[src/mau_cfg.svh]
`ifndef MAU_CFG_SVH
`define MAU_CFG_SVH

// register word offsets on the peripheral word bus
`define MAU_OFF_MUL_U    16'h0130
`define MAU_OFF_MUL_S    16'h0132
`define MAU_OFF_ACC_U    16'h0134
`define MAU_OFF_ACC_S    16'h0136
`define MAU_OFF_OPB      16'h0138
`define MAU_OFF_RES_LO   16'h013a
`define MAU_OFF_RES_HI   16'h013c
`define MAU_OFF_SUM_EXT  16'h013e

// reset and fill values
`define MAU_RST_WORD     16'h0000
`define MAU_EXT_ONES     16'hffff
`define MAU_EXT_ONE      16'h0001
`define MAU_BYTE_HI_ZERO 8'h00

// field positions
`define MAU_WORD_MSB     15
`define MAU_BYTE_MSB     7
`define MAU_RES_MSB      31

`endif

[src/mau_pkg.sv]
package mau_pkg;

  typedef enum logic [1:0] {
    MAU_MUL_U,
    MAU_MUL_S,
    MAU_ACC_U,
    MAU_ACC_S
  } mau_mode_t;

endpackage : mau_pkg

[src/mau_mult.sv]
`timescale 1ns/1ps
`default_nettype none

// full product of two operands, signed or unsigned
module mau_mult #(
  parameter int W = 16
) (
  input  wire logic [W-1:0]   op_a,
  input  wire logic [W-1:0]   op_b,
  input  wire logic           signed_op,
  output logic      [2*W-1:0] product
);

  logic signed [W:0]     ext_a;
  logic signed [W:0]     ext_b;
  logic signed [2*W+1:0] full;

  always_comb begin
    ext_a   = {signed_op & op_a[W-1], op_a};
    ext_b   = {signed_op & op_b[W-1], op_b};
    full    = ext_a * ext_b;
    product = full[2*W-1:0];
  end

endmodule : mau_mult

`default_nettype wire

[src/mau_acc.sv]
`timescale 1ns/1ps
`default_nettype none

// adds a product to the held result, reports carry
module mau_acc #(
  parameter int W = 32
) (
  input  wire logic [W-1:0] acc_in,
  input  wire logic [W-1:0] addend,
  output logic      [W-1:0] sum,
  output logic              carry
);

  logic [W:0] wide;

  always_comb begin
    wide  = {1'b0, acc_in} + {1'b0, addend};
    sum   = wide[W-1:0];
    carry = wide[W];
  end

endmodule : mau_acc

`default_nettype wire

[src/mau_top.sv]
// What this block does
// - multiplies 16 or 8 bit operands, full product
// - unsigned or signed multiply chosen by address
// - accumulate modes add product to held result
// - result ready on next access, no waits
// - first operand at 0x0134 selects unsigned accumulate
// - first operand at 0x0136 selects signed accumulate
`timescale 1ns/1ps
`default_nettype none
`include "mau_cfg.svh"

module mau_top #(
  parameter int DW = 16
) (
  input  wire logic          clk,
  input  wire logic          arst_n,
  input  wire logic [15:0]   bus_addr,
  input  wire logic          bus_wr,
  input  wire logic          bus_byte,
  input  wire logic          bus_rd,
  input  wire logic [DW-1:0] bus_wdata,
  output logic      [DW-1:0] bus_rdata,
  output logic               bus_hit
);

  mau_pkg::mau_mode_t mode_reg;
  mau_pkg::mau_mode_t mode_next;
  logic [DW-1:0]      op_a_reg;
  logic [DW-1:0]      op_a_next;
  logic [DW-1:0]      op_b_reg;
  logic [DW-1:0]      op_b_next;
  logic [DW-1:0]      res_lo_reg;
  logic [DW-1:0]      res_lo_next;
  logic [DW-1:0]      res_hi_reg;
  logic [DW-1:0]      res_hi_next;
  logic [DW-1:0]      ext_reg;
  logic [DW-1:0]      ext_next;
  logic [DW-1:0]      rdata_reg;
  logic [DW-1:0]      rdata_next;
  logic               hit_reg;
  logic               hit_next;

  logic [15:0]        word_addr;
  logic [DW-1:0]      wr_word;
  logic [2*DW-1:0]    product;
  logic [2*DW-1:0]    acc_sum;
  logic               acc_carry;
  logic               is_signed;
  logic               mapped;
  logic               sel_op_a;
  logic               sel_op_b;
  logic               sel_res_lo;
  logic               sel_res_hi;
  mau_pkg::mau_mode_t sel_mode;
  logic [2*DW-1:0]    result_word;
  logic [DW-1:0]      ext_word;
  logic [DW-1:0]      read_word;
  logic [2*DW-1:0]    acc_base;

  // byte write loads an 8 bit operand, high byte cleared
  always_comb begin
    word_addr = {bus_addr[15:1], 1'b0};
    if (bus_byte) begin
      wr_word = {`MAU_BYTE_HI_ZERO, bus_wdata[`MAU_BYTE_MSB:0]};
    end else begin
      wr_word = bus_wdata;
    end
  end

  // signed operands for the signed modes only
  always_comb begin
    case (mode_reg)
      mau_pkg::MAU_MUL_S: begin
        is_signed = 1'b1;
      end
      mau_pkg::MAU_ACC_S: begin
        is_signed = 1'b1;
      end
      default: begin
        is_signed = 1'b0;
      end
    endcase
  end

  // held result as accumulator base
  always_comb begin
    acc_base = {res_hi_reg, res_lo_reg};
  end

  mau_mult #(
    .W (DW)
  ) u_mult (
    .op_a      (op_a_reg),
    .op_b      (wr_word),
    .signed_op (is_signed),
    .product   (product)
  );

  mau_acc #(
    .W (2*DW)
  ) u_acc (
    .acc_in (product),
    .addend (acc_base),
    .sum    (acc_sum),
    .carry  (acc_carry)
  );

  // write decode, one select per writable register; sum extension at 0x013e has none
  always_comb begin
    sel_op_a   = 1'b0;
    sel_op_b   = 1'b0;
    sel_res_lo = 1'b0;
    sel_res_hi = 1'b0;
    sel_mode   = mode_reg;
    if (bus_wr) begin
      case (word_addr)
        `MAU_OFF_MUL_U: begin
          sel_op_a = 1'b1;
          sel_mode = mau_pkg::MAU_MUL_U;
        end
        `MAU_OFF_MUL_S: begin
          sel_op_a = 1'b1;
          sel_mode = mau_pkg::MAU_MUL_S;
        end
        `MAU_OFF_ACC_U: begin
          sel_op_a = 1'b1;
          sel_mode = mau_pkg::MAU_ACC_U;
        end
        `MAU_OFF_ACC_S: begin
          sel_op_a = 1'b1;
          sel_mode = mau_pkg::MAU_ACC_S;
        end
        `MAU_OFF_OPB: begin
          sel_op_b = 1'b1;
        end
        `MAU_OFF_RES_LO: begin
          sel_res_lo = 1'b1;
        end
        `MAU_OFF_RES_HI: begin
          sel_res_hi = 1'b1;
        end
        default: begin
          sel_op_a = 1'b0;
        end
      endcase
    end
  end

  // product or accumulation chosen by the held mode
  always_comb begin
    case (mode_reg)
      mau_pkg::MAU_MUL_U: begin
        result_word = product;
        ext_word    = `MAU_RST_WORD;
      end
      mau_pkg::MAU_MUL_S: begin
        result_word = product;
        ext_word    = product[`MAU_RES_MSB] ? `MAU_EXT_ONES : `MAU_RST_WORD;
      end
      mau_pkg::MAU_ACC_U: begin
        result_word = acc_sum;
        ext_word    = acc_carry ? `MAU_EXT_ONE : `MAU_RST_WORD;
      end
      mau_pkg::MAU_ACC_S: begin
        result_word = acc_sum;
        ext_word    = acc_sum[`MAU_RES_MSB] ? `MAU_EXT_ONES : `MAU_RST_WORD;
      end
      default: begin
        result_word = product;
        ext_word    = `MAU_RST_WORD;
      end
    endcase
  end

  // mode group
  always_comb begin
    mode_next = sel_mode;
  end

  always_ff @(posedge clk or negedge arst_n) begin
    if (!arst_n) begin
      mode_reg <= mau_pkg::MAU_MUL_U;
    end else begin
      mode_reg <= mode_next;
    end
  end

  // operand group, last written values
  always_comb begin
    op_a_next = op_a_reg;
    op_b_next = op_b_reg;
    if (sel_op_a) begin
      op_a_next = wr_word;
    end
    if (sel_op_b) begin
      op_b_next = wr_word;
    end
  end

  always_ff @(posedge clk or negedge arst_n) begin
    if (!arst_n) begin
      op_a_reg <= `MAU_RST_WORD;
      op_b_reg <= `MAU_RST_WORD;
    end else begin
      op_a_reg <= op_a_next;
      op_b_reg <= op_b_next;
    end
  end

  // result group, preload or operation result
  always_comb begin
    res_lo_next = res_lo_reg;
    res_hi_next = res_hi_reg;
    ext_next    = ext_reg;
    if (sel_res_lo) begin
      res_lo_next = wr_word;
    end
    if (sel_res_hi) begin
      res_hi_next = wr_word;
    end
    if (sel_op_b) begin
      res_lo_next = result_word[DW-1:0];
      res_hi_next = result_word[2*DW-1:DW];
      ext_next    = ext_word;
    end
  end

  always_ff @(posedge clk or negedge arst_n) begin
    if (!arst_n) begin
      res_lo_reg <= `MAU_RST_WORD;
      res_hi_reg <= `MAU_RST_WORD;
      ext_reg    <= `MAU_RST_WORD;
    end else begin
      res_lo_reg <= res_lo_next;
      res_hi_reg <= res_hi_next;
      ext_reg    <= ext_next;
    end
  end

  // read mux over all mapped words
  always_comb begin
    mapped    = 1'b1;
    read_word = `MAU_RST_WORD;
    case (word_addr)
      `MAU_OFF_MUL_U: begin
        read_word = op_a_reg;
      end
      `MAU_OFF_MUL_S: begin
        read_word = op_a_reg;
      end
      `MAU_OFF_ACC_U: begin
        read_word = op_a_reg;
      end
      `MAU_OFF_ACC_S: begin
        read_word = op_a_reg;
      end
      `MAU_OFF_OPB: begin
        read_word = op_b_reg;
      end
      `MAU_OFF_RES_LO: begin
        read_word = res_lo_reg;
      end
      `MAU_OFF_RES_HI: begin
        read_word = res_hi_reg;
      end
      `MAU_OFF_SUM_EXT: begin
        read_word = ext_reg;
      end
      default: begin
        mapped    = 1'b0;
        read_word = `MAU_RST_WORD;
      end
    endcase
  end

  // read data group, zero outside a read
  always_comb begin
    rdata_next = `MAU_RST_WORD;
    if (bus_rd) begin
      rdata_next = read_word;
    end
  end

  always_ff @(posedge clk or negedge arst_n) begin
    if (!arst_n) begin
      rdata_reg <= `MAU_RST_WORD;
    end else begin
      rdata_reg <= rdata_next;
    end
  end

  // hit group, mapped reads only
  always_comb begin
    hit_next = bus_rd & mapped;
  end

  always_ff @(posedge clk or negedge arst_n) begin
    if (!arst_n) begin
      hit_reg <= 1'b0;
    end else begin
      hit_reg <= hit_next;
    end
  end

  always_comb begin
    bus_rdata = rdata_reg;
    bus_hit   = hit_reg;
  end

endmodule : mau_top

`default_nettype wire

[config.mk]
export PLATFORM = sky130hd
export DESIGN_NAME = mau_top
export DESIGN_NICKNAME = d
export VERILOG_FILES = /design/src/mau_pkg.sv /design/src/mau_mult.sv /design/src/mau_acc.sv /design/src/mau_top.sv
export VERILOG_INCLUDE_DIRS = /design/src /design/src/src
export SDC_FILE = /design/constraint.sdc
export NUM_CORES = 1
export LEC_CHECK = 0
export BUFFER_PORTS_ARGS = -buffer_cell sky130_fd_sc_hd__buf_2
export CAP_MARGIN = 20
export CORE_MARGIN = 2
export CORE_UTILIZATION = 50
export CTS_BUF_LIST = sky130_fd_sc_hd__clkbuf_8 sky130_fd_sc_hd__clkbuf_16
export DETAILED_ROUTE_END_ITERATION = 16
export GPL_TIMING_DRIVEN = 0
export PLACE_DENSITY = 0.66
export SYNTH_ARGS = -nofsm -noshare
export SYNTH_HDL_FRONTEND = slang
export SYNTH_SLANG_ARGS = --single-unit
export TNS_END_PERCENT = 30
[constraint.sdc]
create_clock -name clk -period 9.2 [get_ports clk]
set_clock_uncertainty 0.15 [all_clocks]
set_input_delay 0.92 -clock clk [delete_from_list [all_inputs] [get_ports clk]]
set_output_delay 0.92 -clock clk [all_outputs]
set_load 0.1 [all_outputs]
# Yosys cells after proc, flatten, opt, wreduce, memory -nomap -nowiden
# Cells that the tools add are included.
dict set report classes {
  addsub 1
  mul 1
  eq_ne 11
  n_mux 23
  bitwise_logic 3
  reduce_logical 10
}
# cell n
set op_table {}
lappend op_table {{2-to-1 mux 16 bit} 8}
lappend op_table {{== test 15 x 8 -> 1 bit (second input constant)} 8}
lappend op_table {{case mux 16 bit (5 select lines)} 1}
lappend op_table {{case mux 16 bit (4 select lines)} 1}
lappend op_table {{case mux 32 bit (2 select lines)} 1}
lappend op_table {{adder 32 x 32 -> 33 bit} 1}
lappend op_table {{multiplier 17 x 17 -> 32 bit} 1}
lappend op_table {{2-to-1 mux 1 bit} 11}
lappend op_table {{case mux 2 bit (4 select lines)} 1}
lappend op_table {{OR reduction 8 bit} 1}
lappend op_table {{OR reduction 2 bit} 3}
lappend op_table {{== test 2 bit (second input constant)} 2}
lappend op_table {{nonzero test 2 bit} 2}
lappend op_table {{nonzero test 4 bit} 1}
lappend op_table {{OR reduction 4 bit} 1}
lappend op_table {{AND 1 bit} 3}
lappend op_table {{== test 2 x 1 -> 1 bit (second input constant)} 1}
lappend op_table {{zero test 2 bit} 1}
lappend op_table {{AND reduction 2 bit} 1}
dict set report word_totals {
  ff_bits 99
  input_bits 37
  out_inout_bits 17
  wordCells 57
}

# Logic depth before layout (Yosys ltp)
dict set report depth {
  depth_word 8
  ltp_mapped 36
  mapped_depth_nobuf 33
}

# Modules after synthesis
# A second synthesis with hierarchy kept.
dict set report unflattened {
  hier_cells 1781
  area_unflattened_um2 16907.5
}
# mod n_inst cells_per_inst area_each_um2 seq_area_each_um2
set by_module_without_submodules {}
lappend by_module_without_submodules {mau_mult 1 1171 10550.1 0.0}
lappend by_module_without_submodules {mau_top 1 379 4697.0 2127.0}
lappend by_module_without_submodules {mau_acc 1 231 1660.3 0.0}

# Worst setup path before layout
# No wires, ideal clock.
dict set report synth_timing {
  kind {input-to-reg}
  start {input port bus_wdata[5]}
  end {register ext_reg[0]}
  setup_ps 128
  t_arrival_ps 8211
  t_required_ps 8922
  path_slack_ps 712
  cell_stages 33
  path_buffers 3
  cell_sequence {clkbuf_1 buf_1 nand2_1 fa_1 inv_1 fa_1 inv_1 fa_1 inv_1 fa_1 inv_1 fa_1 inv_1 fa_1 ha_1 a211o_1 o21ai_0 nor3_1 a221o_2 a31oi_1 o21bai_1 xnor2_1 ha_1 clkbuf_1 a21o_1 a21o_1 a21o_1 a21oi_1 o21ai_1 o31a_1 o21ai_0 a21oi_1 o21bai_1}
}
dict set report synth_between {
  elab_chain_len 5
  elab_cells_between_ends 7
  cone_classes {add/sub: 1; mul: 1; mux: 5}
}
# element line
set synth_lines {}
lappend synth_lines {{start: declaration} mau_top.sv:21} ;# input wire logic [DW-1:0] bus_wdata,
lappend synth_lines {{2-to-1 mux 16 bit *} mau_top.sv:63} ;# if (bus_byte) begin
lappend synth_lines {{multiplier 17 x 17 -> 32 bit *} mau_mult.sv:21} ;# full = ext_a * ext_b;
lappend synth_lines {{adder 32 x 32 -> 33 bit} mau_acc.sv:17} ;# wide = {1'b0, acc_in} + {1'b0, addend};
lappend synth_lines {{2-to-1 mux 16 bit (no line) or 2-to-1 mux 1 bit (tied branches)} -}
lappend synth_lines {{case mux 16 bit (4 select lines) *} mau_top.sv:151} ;# case (mode_reg)
lappend synth_lines {{end signal: assignment} mau_top.sv:232} ;# ext_reg <= `MAU_RST_WORD;
lappend synth_lines {{end signal: assignment} mau_top.sv:236} ;# ext_reg <= ext_next;
lappend synth_lines {{end: declaration} mau_top.sv:36} ;# logic [DW-1:0] ext_reg;
# Every way passes the cells marked *; elsewhere a longest branch is shown, timed or not.
# A chain may end at the register's enable or synchronous reset.

# Worst setup path after layout
dict set report layout_timing {
  start {input port bus_byte}
  end {register res_hi_reg[11]}
}
dict set report layout_between {
  elab_chain_len 6
  elab_cells_between_ends 7
  cone_classes {add/sub: 1; mul: 1; mux: 4; bitwise: 1}
}
# element line
set layout_lines {}
lappend layout_lines {{start: declaration} mau_top.sv:19} ;# input wire logic bus_byte,
lappend layout_lines {{2-to-1 mux 16 bit *} mau_top.sv:63}
lappend layout_lines {{AND 1 bit} mau_mult.sv:20} ;# ext_b = {signed_op & op_b[W-1], op_b};
lappend layout_lines {{multiplier 17 x 17 -> 32 bit} mau_mult.sv:21}
lappend layout_lines {{adder 32 x 32 -> 33 bit} mau_acc.sv:17}
lappend layout_lines {{case mux 32 bit (2 select lines)} mau_top.sv:151}
lappend layout_lines {{2-to-1 mux 16 bit *} mau_top.sv:221} ;# if (sel_op_b) begin
lappend layout_lines {{end signal: assignment} mau_top.sv:231} ;# res_hi_reg <= `MAU_RST_WORD;
lappend layout_lines {{end signal: assignment} mau_top.sv:235} ;# res_hi_reg <= res_hi_next;
lappend layout_lines {{end: declaration} mau_top.sv:34} ;# logic [DW-1:0] res_hi_reg;
# Every way passes the cells marked *; elsewhere a longest branch is shown, timed or not. The select of a mux whose other input is x is not followed.

==> qor.yml <==
sta:
  final-hold-violation-count: 0
  min_period_ns: 8.96
  worst_slack_ns: 0.235
  worst_slew_pin_slew_ns: 0.865
  finalSetupViolCount: 0
  rsz_0062_raised_after_global_routing: "true"
  timing.fmax_mhz: 112
  drv_slew: 0
  share_of_the_clock_period_used_by_the_worst_path_pct: 97.4
  max-slew-margin-rel_pct: 42.4
clock_network:
  cts_max_level: 3
  clk_transition_reported_paths_ns: 0.08
  clock_sinks: 85
  clock_tree.buffer_depth: 2
  clock_buffer_count_from_cts: 9
  tritoncts: "done"
  clkLatencyLatePin_ns: 0.36
  buffer_type_at_the_clock_tree_root: "sky130_fd_sc_hd__clkbuf_16"
finish:
  layout_overhead_on_the_synthesized_area_pct: 7.86
  final_design_area_no_fill_um2: 17600
  final_cell_count_without_fillers: 2348
  layout.cells.most_common: "sky130_fd_sc_hd__inv_1"
  fill_cells: 3076
  drive_gt1_share_pct: 8.82
  multiInputGateArea_um2: 12600
  final-seq-area_um2: 2140
  final_net_count: 2336
  final_cell_mix: "sky130_fd_sc_hd__inv_1, sky130_fd_sc_hd__fa_1, sky130_fd_sc_hd__nand2_1"
setup_path:
  criticalPathCategory: "input port to flip-flop"
  critPathSlowestCell: "sky130_fd_sc_hd__fa_1"
  crit_path_max_incr_delay_ns: 0.53
  cp-start-kind: "input port"
  cp.arrival_ns: 9.04
  cpMostUsedCell: "sky130_fd_sc_hd__fa_1"
  worst-endpoint-required_ns: 9.28
  end_kind: "flip-flop"
  cp_max_fo: 10
yosys:
  synth_area_per_cell_um2: 8.83
  synth_edf_count: 0
  postSynth.asyncResetShare_pct: 100
  mappedNetlistArea_um2: 16300
  yosysUniqueCellTypes: 68
  synth-main-ff-cell: "sky130_fd_sc_hd__dfrtp_1"
  syn_nets: 2285
  number_of_warnings_printed_during_yosys_synthesis: 0
  synth_sequential_area_ratio_pct: 13.0
  synthesized_instance_count: 1848
  synth.ff_latch_count: 85
placement:
  place_worst_setup_slack_ns: -1.21
  place_inst: 2341
  postPlaceCellArea_um2: 17200
  detailed_place_hpwl_um: 39300
  port_buffers: 50
  routabilityCongestion: 0.958
power:
  leak_pwr_nw: 9.13
  ir_drop_worst_case_vdd_uv: 85.3
  fraction_of_power_consumed_by_the_clock_network_pct: 44.4
  pwr-share-seq_pct: 44.8
  cellInternalPower_w: 0.000591
  power.switching_w: 0.000245
  power_density_over_the_cells_nw_per_um2: 47.5
  swShare_pct: 29.3
  combinationalPowerShare_pct: 10.9
routing:
  via_per_inst: 5.66
  drtPass1Iterations: 6
  drt-wirelength-per-cell_um: 20.6
  drcViolationCount: 0
  wirelength_um: 48400
  drt_iter0_markers: 1181
  final_antenna_net_count: 0
  dr_total_vias: 13300
global_routing:
  grt_first_pass_wirelength_um: 77000
  number_of_global_route_vias_before_repair: 13800
  grt_start_max_net_pins: 71
  globalRouteOverflowTotal: 0
  grt_util_all_layers_pct: 30.1
  initial_antenna_violation_count: 2
die:
  core_area_um2: 32400
  die_width_um: 185
  placementRows: 66
  floorplan.die_area_um2: 34100
  floorplan.initialDensity_pct: 50.4
  ports: 54
  die_height_um: 185
run_status:
  outcome: "completed"
hold_path:
  hold_crit_path_type: "input port to asynchronous set/reset pin"
job:
  timing.max_cap.violations: 0
==> final cells by class <==
| class | instances | area share [%] |
|---|---|---|
| Multi-Input combinational cell | 1336 | 71.8 |
| Sequential cell | 85 | 12.1 |
| Inverter | 331 | 7.06 |
| Tap cell | 442 | 3.14 |
| Buffer | 78 | 2.24 |
| Timing Repair Buffer | 58 | 1.91 |
| Clock buffer | 9 | 1.28 |
| Clock inverter | 7 | 0.405 |
| Antenna cell | 2 | 0.0284 |
==> cells by family after synthesis <==
family,after synthesis,share of synthesized area [%]
AO/OA/AOI/OAI,299,11.9
XOR/XNOR,65,3.49
adder cells (fa/ha/maj),400,43.7
buffers and inverters,427,9.89
flip-flops,85,13.0
multiplexers,38,2.42
AND/OR/NAND/NOR,534,15.5
==> power by group through the flow <==
stage	clock network (W)	logic (W)	registers, W
6_report	0.000371	0.0000908	0.000374
2_1_floorplan	0	0.0000362	0.000381
5_1_grt	0.000393	0.0000960	0.000374
3_5_place_dp	0	0.0000843	0.000381
3_3_place_gp	0	0.0000823	0.000381
4_1_cts	0.000376	0.0000856	0.000374
==> synthesized netlist by cell type (all sizes together) (2+ instances only) <==
library cell / count / area (µm²)
nand4: 4 / 25.0
a211oi: 14 / 115
nor3: 14 / 75.1
mux2i: 26 / 260
and3: 8 / 50.1
clkbuf: 86 / 323
nand3: 13 / 65.1
a41oi: 2 / 32.5
a211o: 3 / 26.3
inv: 331 / 1240
o21bai: 10 / 75.1
or3: 4 / 25.0
o221ai: 2 / 17.5
o31ai: 4 / 43.8
nand2b: 12 / 75.1
and4: 4 / 36.3
and2: 119 / 746
a21oi: 76 / 388
nand2: 263 / 987
or2: 8 / 50.1
nor2b: 13 / 81.3
o22ai: 5 / 31.3
o211ai: 6 / 45.0
fa: 283 / 5670
nor2: 65 / 244
xor2: 22 / 193
buf: 10 / 48.8
a21o: 35 / 264
xnor2: 43 / 377
a31oi: 11 / 75.1
a221o: 3 / 31.3
a221oi: 16 / 140
o21ai: 94 / 478
or4: 2 / 15.0
ha: 117 / 1460
o21a: 5 / 37.5
dfrtp: 85 / 2130
and3b: 2 / 17.5
mux2: 12 / 135
==> metal layers <==
layer	vias to the layer above	part of all wire (%)	global-route usage [%]
li1	5902	-	-
met1	6719	42	40.9
met2	570	47	49.4
met3	100	7.9	5.45
met4	0	3.1	9.02
met5	-	0	0
==> stage by stage <==
| stage | util, % | hold WS, ns | TNS, ns | total power, W |
|---|---|---|---|---|
| 2_1_floorplan | - | 0.285 | 0 | 0.000418 |
| 3_3_place_gp | 52.9 | 0.298 | -7.70 | 0.000464 |
| 3_5_place_dp | 53.0 | 0.310 | -8.95 | 0.000466 |
| 4_1_cts | 54.0 | 0.273 | 0 | 0.000835 |
| 5_1_grt | 54.4 | 0.281 | -0.0193 | 0.000863 |
| 6_report | 54.4 | 0.275 | 0 | 0.000836 |
==> critical path, delay by kind of cell <==
kind                     cells  cell delay [ns]
adder cells (fa/ha/maj)      8             3.70
XOR/XNOR                     1             0.37
AO/OA/AOI/OAI                7             1.37
buffers and inverters        6             0.90
AND/OR/NAND/NOR              9             1.77
==> worst paths after layout <==
path                       slack (ns)              to          from  cells after the start
min in group clk                 0.33     op_b_reg[1]   op_b_reg[1]                      2
max                              0.24  res_hi_reg[11]      bus_byte                     31
max in group asynchronous        7.96   res_lo_reg[0]        arst_n                      2
min                              0.28    bus_rdata[5]        arst_n                      1
max reg2reg                      0.30  res_hi_reg[11]  op_a_reg[13]                     30
min reg2reg                      0.33     op_b_reg[1]   op_b_reg[1]                      2
==> what timing repair did <==
item,CTS,global route
endpoints found under the hold margin,0,0
pin swaps,0,3
setup endpoints to repair,9,8
gates resized for setup,30,77
setup buffers,0,7
hold buffers,0,0
(Power assumes the default switching activity.)
